**src/verilog/crr_pkg.sv**
```systemverilog
// Purpose: Constants shared by the chromaticity readback command block.
// Assumes: Command codes arrive MSB first on the serial command link.
// Notes:   Each coordinate is 10 bits; high bytes carry bits 9..2.
// Summary of operation
// Command 74h returns white vertical coordinate bits 9..2 as one byte.
// Command 75h returns packed low bits: red x, red y, green x, green y.
// Command 76h returns red horizontal coordinate bits 9..2 as one byte.
// Command 77h returns red vertical coordinate bits 9..2 as one byte.
// Command 78h returns green horizontal coordinate bits 9..2 as one byte.
// Command 79h returns green vertical coordinate bits 9..2 as one byte.
// All readback values are zero after power-on, software and hardware reset.
// Readbacks answer in normal, idle and sleep states alike.
// These codes are read-only; written parameters never change stored values.
package crr_pkg;
	localparam int          CMD_W                      = 8;
	localparam int          COORD_W                    = 10;
	// Command codes, which double as the register offsets
	localparam logic [7:0]  read_white_vertical_cmd    = 8'h74;
	localparam logic [7:0]  read_red_green_low_cmd     = 8'h75;
	localparam logic [7:0]  read_red_horizontal_cmd    = 8'h76;
	localparam logic [7:0]  read_red_vertical_cmd      = 8'h77;
	localparam logic [7:0]  read_green_horizontal_cmd  = 8'h78;
	localparam logic [7:0]  read_green_vertical_cmd    = 8'h79;
	// Values after any reset
	localparam logic [9:0]  COORD_RESET                = 10'h000;
	localparam logic [7:0]  PARAM_RESET                = 8'h00;
	// Bit counting on the link
	localparam logic [3:0]  CNT_RESET                  = 4'h0;
	localparam logic [3:0]  LAST_CMD_BIT               = 4'h7;
	localparam logic [3:0]  BITS_PER_BYTE              = 4'h8;
	localparam int          SYNC_STAGES                = 2;
endpackage

```
**src/verilog/crr_link_sync.sv**
```systemverilog
// Purpose: Bring the serial command link pins into the clk domain.
// Assumes: Link clock is far slower than clk (125 ns against 10 ns).
// Notes:   Edges are found after the synchroniser, so they lag by about two cycles.
`timescale 1ns/1ps
module crr_link_sync #(
	parameter int STAGES = crr_pkg::SYNC_STAGES
) (
	input  wire logic clk,
	input  wire logic reset,
	input  wire logic link_clk,
	input  wire logic link_cs_n,
	input  wire logic link_sdi,
	output logic      clk_rise,
	output logic      clk_fall,
	output logic      cs_n_s,
	output logic      sdi_s
);
	import crr_pkg::*;

	typedef struct packed {
		logic [STAGES-1:0] sclk;
		logic [STAGES-1:0] cs_n;
		logic [STAGES-1:0] sdi;
		logic              sclk_old;
	} crr_sync_t;

	crr_sync_t q_r;
	crr_sync_t q_nxt;

	// Fewer than two stages would let metastability reach the decoder
	if (STAGES < 2) begin : g_bad_stages
		$error("crr_link_sync needs at least two stages");
	end

	// Shift each pin down its chain; only the last stage is looked at
	always_comb begin
		q_nxt          = q_r;
		q_nxt.sclk     = {q_r.sclk[STAGES-2:0], link_clk};
		q_nxt.cs_n     = {q_r.cs_n[STAGES-2:0], link_cs_n};
		q_nxt.sdi      = {q_r.sdi[STAGES-2:0], link_sdi};
		q_nxt.sclk_old = q_r.sclk[STAGES-1];
	end

	// Chip select resets high so the link starts deselected
	always_ff @(posedge clk or posedge reset) begin
		if (reset) begin
			q_r.sclk     <= '0;
			q_r.cs_n     <= '1;
			q_r.sdi      <= '0;
			q_r.sclk_old <= 1'b0;
		end else begin
			q_r <= q_nxt;
		end
	end

	// Edge pulses are one clk cycle wide
	assign clk_rise = q_r.sclk[STAGES-1] & ~q_r.sclk_old;
	assign clk_fall = ~q_r.sclk[STAGES-1] & q_r.sclk_old;
	assign cs_n_s   = q_r.cs_n[STAGES-1];
	assign sdi_s    = q_r.sdi[STAGES-1];
endmodule // crr_link_sync

```
**src/verilog/crr_regs.sv**
```systemverilog
// Purpose: Read-only chromaticity readback registers behind the command link.
// Assumes: Host samples returned bits on rising link clock, device changes on falling.
// Notes:   Coordinates are loaded by device logic, never by the host.
`timescale 1ns/1ps
module crr_regs (
	input  wire logic                     clk,
	input  wire logic                     reset,
	input  wire logic                     sw_reset,
	input  wire logic                     coord_load,
	input  wire logic [crr_pkg::COORD_W-1:0] white_vertical_coord,
	input  wire logic [crr_pkg::COORD_W-1:0] red_horizontal_coord,
	input  wire logic [crr_pkg::COORD_W-1:0] red_vertical_coord,
	input  wire logic [crr_pkg::COORD_W-1:0] green_horizontal_coord,
	input  wire logic [crr_pkg::COORD_W-1:0] green_vertical_coord,
	input  wire logic                     link_clk,
	input  wire logic                     link_cs_n,
	input  wire logic                     link_sdi,
	output logic                          link_sdo,
	output logic                          link_sdo_oe
);
	import crr_pkg::*;

	typedef enum logic [2:0] {ST_IDLE, ST_CMD, ST_TURN, ST_SEND, ST_DONE} crr_state_t;

	typedef struct packed {
		crr_state_t         st;
		logic [3:0]         cnt;
		logic [CMD_W-1:0]   cmd_sh;
		logic [CMD_W-1:0]   tx_sh;
		logic               oe;
		logic [COORD_W-1:0] white_v;
		logic [COORD_W-1:0] red_h;
		logic [COORD_W-1:0] red_v;
		logic [COORD_W-1:0] green_h;
		logic [COORD_W-1:0] green_v;
	} crr_regs_t;

	crr_regs_t q_r;
	crr_regs_t q_nxt;
	logic      rise;
	logic      fall;
	logic      cs_n_s;
	logic      sdi_s;

	// True for the six codes this bank answers
	function automatic logic is_read_code(input logic [CMD_W-1:0] c);
		return (c >= read_white_vertical_cmd) && (c <= read_green_vertical_cmd);
	endfunction

	// Parameter byte for a command; unknown codes give zero
	function automatic logic [CMD_W-1:0] param_of(input logic [CMD_W-1:0] c,
	                                              input crr_regs_t s);
		case (c)
			read_white_vertical_cmd:   return s.white_v[9:2];
			read_red_green_low_cmd:    return {s.red_h[1:0], s.red_v[1:0],
			                                   s.green_h[1:0], s.green_v[1:0]};
			read_red_horizontal_cmd:   return s.red_h[9:2];
			read_red_vertical_cmd:     return s.red_v[9:2];
			read_green_horizontal_cmd: return s.green_h[9:2];
			read_green_vertical_cmd:   return s.green_v[9:2];
			default:                   return PARAM_RESET;
		endcase
	endfunction

	crr_link_sync u_sync (
		.clk       (clk),
		.reset     (reset),
		.link_clk  (link_clk),
		.link_cs_n (link_cs_n),
		.link_sdi  (link_sdi),
		.clk_rise  (rise),
		.clk_fall  (fall),
		.cs_n_s    (cs_n_s),
		.sdi_s     (sdi_s)
	);

	// Store update and command sequencing in one next-state block
	always_comb begin
		q_nxt = q_r;
		// Only device logic loads values; link bits never reach the store
		if (coord_load) begin
			q_nxt.white_v = white_vertical_coord;
			q_nxt.red_h   = red_horizontal_coord;
			q_nxt.red_v   = red_vertical_coord;
			q_nxt.green_h = green_horizontal_coord;
			q_nxt.green_v = green_vertical_coord;
		end
		// Software reset wins over a load in the same cycle
		if (sw_reset) begin
			q_nxt.white_v = COORD_RESET;
			q_nxt.red_h   = COORD_RESET;
			q_nxt.red_v   = COORD_RESET;
			q_nxt.green_h = COORD_RESET;
			q_nxt.green_v = COORD_RESET;
		end
		case (q_r.st)
			ST_IDLE: begin
				if (!cs_n_s) begin
					q_nxt.st  = ST_CMD;
					q_nxt.cnt = CNT_RESET;
				end
			end
			ST_CMD: begin
				if (rise) begin
					q_nxt.cmd_sh = {q_r.cmd_sh[CMD_W-2:0], sdi_s};
					q_nxt.cnt    = q_r.cnt + 4'h1;
					if (q_r.cnt == LAST_CMD_BIT) begin
						q_nxt.st = ST_TURN;
					end
				end
			end
			// Wait a falling edge so the first bit is set up for rise nine
			ST_TURN: begin
				if (fall) begin
					// No sleep or idle gating: answers in every power state
					if (is_read_code(q_r.cmd_sh)) begin
						q_nxt.tx_sh = param_of(q_r.cmd_sh, q_r);
						q_nxt.oe    = 1'b1;
						q_nxt.cnt   = CNT_RESET;
						q_nxt.st    = ST_SEND;
					end else begin
						q_nxt.st = ST_DONE;
					end
				end
			end
			ST_SEND: begin
				if (rise) begin
					q_nxt.cnt = q_r.cnt + 4'h1;
				end
				if (fall) begin
					if (q_r.cnt == BITS_PER_BYTE) begin
						q_nxt.oe = 1'b0;
						q_nxt.st = ST_DONE;
					end else begin
						q_nxt.tx_sh = {q_r.tx_sh[CMD_W-2:0], 1'b0};
					end
				end
			end
			// Trailing host bits, such as attempted writes, fall away here
			ST_DONE: begin
				q_nxt.st = ST_DONE;
			end
			default: begin
				q_nxt.st = ST_IDLE;
			end
		endcase
		// Deselect ends any frame at once and frees the data line
		if (cs_n_s) begin
			q_nxt.st = ST_IDLE;
			q_nxt.oe = 1'b0;
		end
	end

	// Hardware reset clears every stored coordinate
	always_ff @(posedge clk or posedge reset) begin
		if (reset) begin
			q_r.st      <= ST_IDLE;
			q_r.cnt     <= CNT_RESET;
			q_r.cmd_sh  <= PARAM_RESET;
			q_r.tx_sh   <= PARAM_RESET;
			q_r.oe      <= 1'b0;
			q_r.white_v <= COORD_RESET;
			q_r.red_h   <= COORD_RESET;
			q_r.red_v   <= COORD_RESET;
			q_r.green_h <= COORD_RESET;
			q_r.green_v <= COORD_RESET;
		end else begin
			q_r <= q_nxt;
		end
	end

	// Both outputs are plain flop bits
	assign link_sdo    = q_r.tx_sh[CMD_W-1];
	assign link_sdo_oe = q_r.oe;
endmodule // crr_regs

```
**config.mk**
```make
export PLATFORM = sky130hd
export DESIGN_NAME = crr_regs
export DESIGN_NICKNAME = d
export VERILOG_FILES = /design/src/verilog/crr_pkg.sv /design/src/verilog/crr_link_sync.sv /design/src/verilog/crr_regs.sv
export SDC_FILE = /design/constraint.sdc
export NUM_CORES = 1
export LEC_CHECK = 0
export BUFFER_PORTS_ARGS = -buffer_cell sky130_fd_sc_hd__buf_2
export CORE_UTILIZATION = 45
export CTS_BUF_LIST = sky130_fd_sc_hd__clkbuf_4 sky130_fd_sc_hd__clkbuf_8
export DETAILED_ROUTE_END_ITERATION = 8
export GPL_TIMING_DRIVEN = 1
export PLACE_DENSITY = 0.66
export SLEW_MARGIN = 25
export SYNTH_ARGS = -nofsm -noshare
export SYNTH_HDL_FRONTEND = slang
export SYNTH_SLANG_ARGS = --single-unit
```
**constraint.sdc**
```tcl
create_clock -name clk -period 3.12 [get_ports clk]
set_clock_uncertainty 0.1 [all_clocks]
set_input_delay 0.156 -clock clk [delete_from_list [all_inputs] [get_ports clk]]
set_output_delay 0.156 -clock clk [all_outputs]
set_load 0.05 [all_outputs]
```
==> flow_summary.ini <==
[global_route]
global_route.usage.total_pct = 21.74
grt_use_met2_pct = 34.96
grt_first_pass_wirelength_mm = 14.59
grt_remaining_overflow = 0
grt_max_degree = 49
grt_antenna_before_repair = 0
global_route.peak_usage_layer = met2
grt_use_met3_pct = 4.773
grt_pass1_vias = 3012
grt_use_met1_pct = 28.81

[floorplanning]
die_wd_um = 94.18
rows = 33
total_die_area_um2 = 8870
core-area_um2 = 8217
fp.dieH_um = 94.18
io_pins = 59
initial_utilization_pct = 46.54

[timing]
setup_ws_ns = 0.7885
finalWorstPathRequiredPeriod_ns = 2.331
timing.final.crit_share_pct = 74.73
setup_tns_ns = 0
worst-slew-pin-transition_ns = 0.8920
worst_slew_margin_rel_pct = 40.53
hold_vio_cnt_final = 0
timing_max_transition_violations_final = 0
fmaxAchievable_ghz = 0.4289
timing.final.setup_violations = 0
unrepaired_setup_endpoints_after_global_routing = no

[setup_path]
timing.setup.critical_path_class = reg2reg
endpoint_kind = flop
worst_ep_required_time_ns = 3.24
arrival_ns = 2.46
critical_path.slowest_cell = dfrtp_1
timing.critical_path.from_type = flop
chain_of_cells_forming_the_critical_path = or3b_4 -> a211o_1 -> a21o_1 -> mux2_1
critical_path.max_fanout = 12
critical-path-max-stage-delay_ns = 0.57

[placement]
pre_cts_ws_ns = 0.8221
place_hpwl_mm = 5.402
placement.cell_area_um2 = 4203
numPlacedInstances = 477
io_buffers = 56
gpl.final_weighted_congestion = 0.7767

[clock_tree]
clock_sink_count = 79
cts_inserted_buffers = 9
number_of_levels_the_h_tree_was_split_into = 3
cts.root.buffer_cell = clkbuf_8
cts_resized = 0
clock_tree.buffer_depth = 2
insertion_delay_ns = 0.35
cts_setup_buffers = 0
cts_tree = built
cts_hold_repair.buffers = 52
path_clk_slew_ns = 0.08

[logic_synthesis]
ys_warn_count = 0
syn-cell-area_um2 = 3824
ys_seq_elements = 79
ys_async_sr_fraction_pct = 100.0
synth_sequential_area_ratio_pct = 51.77
number_of_flops_mapped_to_enable_cells_by_yosys = 0
syn_inst = 333
synth_top_flop_cell = dfrtp_1
syn_avg_cell_area_um2 = 11.48
mappedNetlistNets = 392
ys_types = 47

[pwr]
leakagePower_nw = 2.370
powerDensity_nw_per_um2 = 501.3
ir_worst_vdd_mv = 0.3063
power.total_mw = 2.471

[routing]
detailed_route_wl_mm = 8.770
drt_via_density = 5.339
dr.pass1.iters = 4
drt_iter0_markers = 112
route.detailed.drc = 0
drtAntennaViolNets = 0
detailroute.via_count = 2910
wl_per_cell_um = 16.09

[final_layout]
antenna-diode-count = 0
finish.instance_area_um2 = 4928
post_route_cells_drive_above_1_share_pct = 23.64
synthToLayoutAreaGrowth_pct = 28.89
final_nets = 494
finish.cell_count_without_fillers = 545

[flow_run]
drv_cap = 0

[worst_hold_path]
timing.hold.worst.class = reg2reg

[status]
result_of_the_run = finished, final reports clean
[cell usage in the layout, fill, tap and decap left out, drive strengths merged, types with 2 or more instances in the layout]
master | synthesis | layout
a211o | 5 | 5
a21o | 2 | 2
a21oi | 3 | 3
a221o | 2 | 2
a221oi | 5 | 5
a22oi | 4 | 4
a2bb2oi | 2 | 2
a31oi | 3 | 3
and4b | 2 | 2
buf | 7 | 62
clkbuf | 16 | 10
clkinv | 0 | 3
clkinvlp | 0 | 2
dfrtp | 77 | 77
dfstp | 2 | 2
dlygate4sd3 | 0 | 52
ha | 2 | 2
inv | 9 | 9
mux2 | 23 | 23
mux2i | 49 | 49
mux4 | 4 | 4
nand2 | 9 | 9
nand2b | 4 | 4
nand3 | 5 | 5
nand3b | 7 | 7
nand4b | 3 | 3
nor2 | 57 | 57
nor2b | 4 | 4
nor3 | 2 | 2
nor3b | 2 | 2
o21ai | 9 | 9
o31ai | 2 | 2
[cells in the mapped netlist (4+ instances only)]
master | n | area share [%]
nor2b_1 | 4 | 0.65
nand2b_1 | 4 | 0.65
nand2_1 | 9 | 0.88
mux2_1 | 5 | 1.5
nand3_1 | 5 | 0.65
nor2_1 | 57 | 5.6
a22oi_1 | 4 | 0.79
clkbuf_1 | 16 | 1.6
a211o_1 | 5 | 1.1
mux2_2 | 17 | 5.0
o21ai_0 | 9 | 1.2
a221oi_1 | 5 | 1.1
inv_1 | 9 | 0.88
mux2i_1 | 49 | 13
nand3b_1 | 7 | 1.4
dfrtp_1 | 77 | 50
[critical path: cells and delay by family, from the launching register on]
family | cells | cell delay (ns)
AOI/OAI and AO/OA | 2 | 0.70
muxes | 1 | 0.36
DFF | 1 | 0.57
and+or+nand+nor | 1 | 0.48
[layer usage]
layer / wire (um) / part of all wire, %
met5: 0 / 0
met1: 4124 / 47
met3: 267 / 3.0
met4: 129 / 1.5
met2: 4249 / 48
[cell families after synthesis]
group / share of synthesized area (%)
adders and majority gates: 0.6543
buffers and inverters: 3.599
DFF: 51.77
AOI/OAI and AO/OA: 8.737
and+or+nand+nor: 12.89
muxes: 22.35
[cell type report]
cell class	count	area, um^2
clock inverter	6	67.56
tap	105	131.4
timing repair buffer	114	870.8
inverter	9	35.03
clock buffer	10	137.6
fill	654	3288
multi-input combinational	222	1707
sequential	79	1979
[where the power goes]
group          switching, mW  internal, mW  leakage [nW]
clock network          0.391         0.394        0.0989
registers              0.116          1.11          1.04
logic                  0.202         0.256          1.23
[flip-flops by register name, summed over array words and instances, names as in the netlist]
| signal | count |
|---|---|
| u_sync.q_nxt | 4 |
| link_sdo_oe | 1 |
| link_sdo | 1 |
| u_sync.sdi_s | 1 |
| u_sync.q_r | 1 |
| q_r | 70 |
| u_sync.cs_n_s | 1 |
[worst paths after layout]
check                      slack [ns]  cells past startpoint       startpoint            to
max                              0.79                      4          q_r[60]       q_r[53]
min                              0.26                      0  u_sync.q_nxt[2]  u_sync.sdi_s
max reg2reg                      0.79                      4          q_r[60]       q_r[53]
min reg2reg                      0.26                      0  u_sync.q_nxt[2]  u_sync.sdi_s
max in group asynchronous        1.87                      4            reset        q_r[6]
min in group asynchronous        0.40                      3            reset       q_r[23]
[stage by stage]
stage	utilization [%]	hold slack, ns
finish	59.98	0.2594
global route	59.98	0.2650
global placement	51.15	0.1617
floorplan	-	0.06048
detailed placement	51.15	0.1639
CTS	59.98	0.2618
Power figures use the tool's default switching activity.
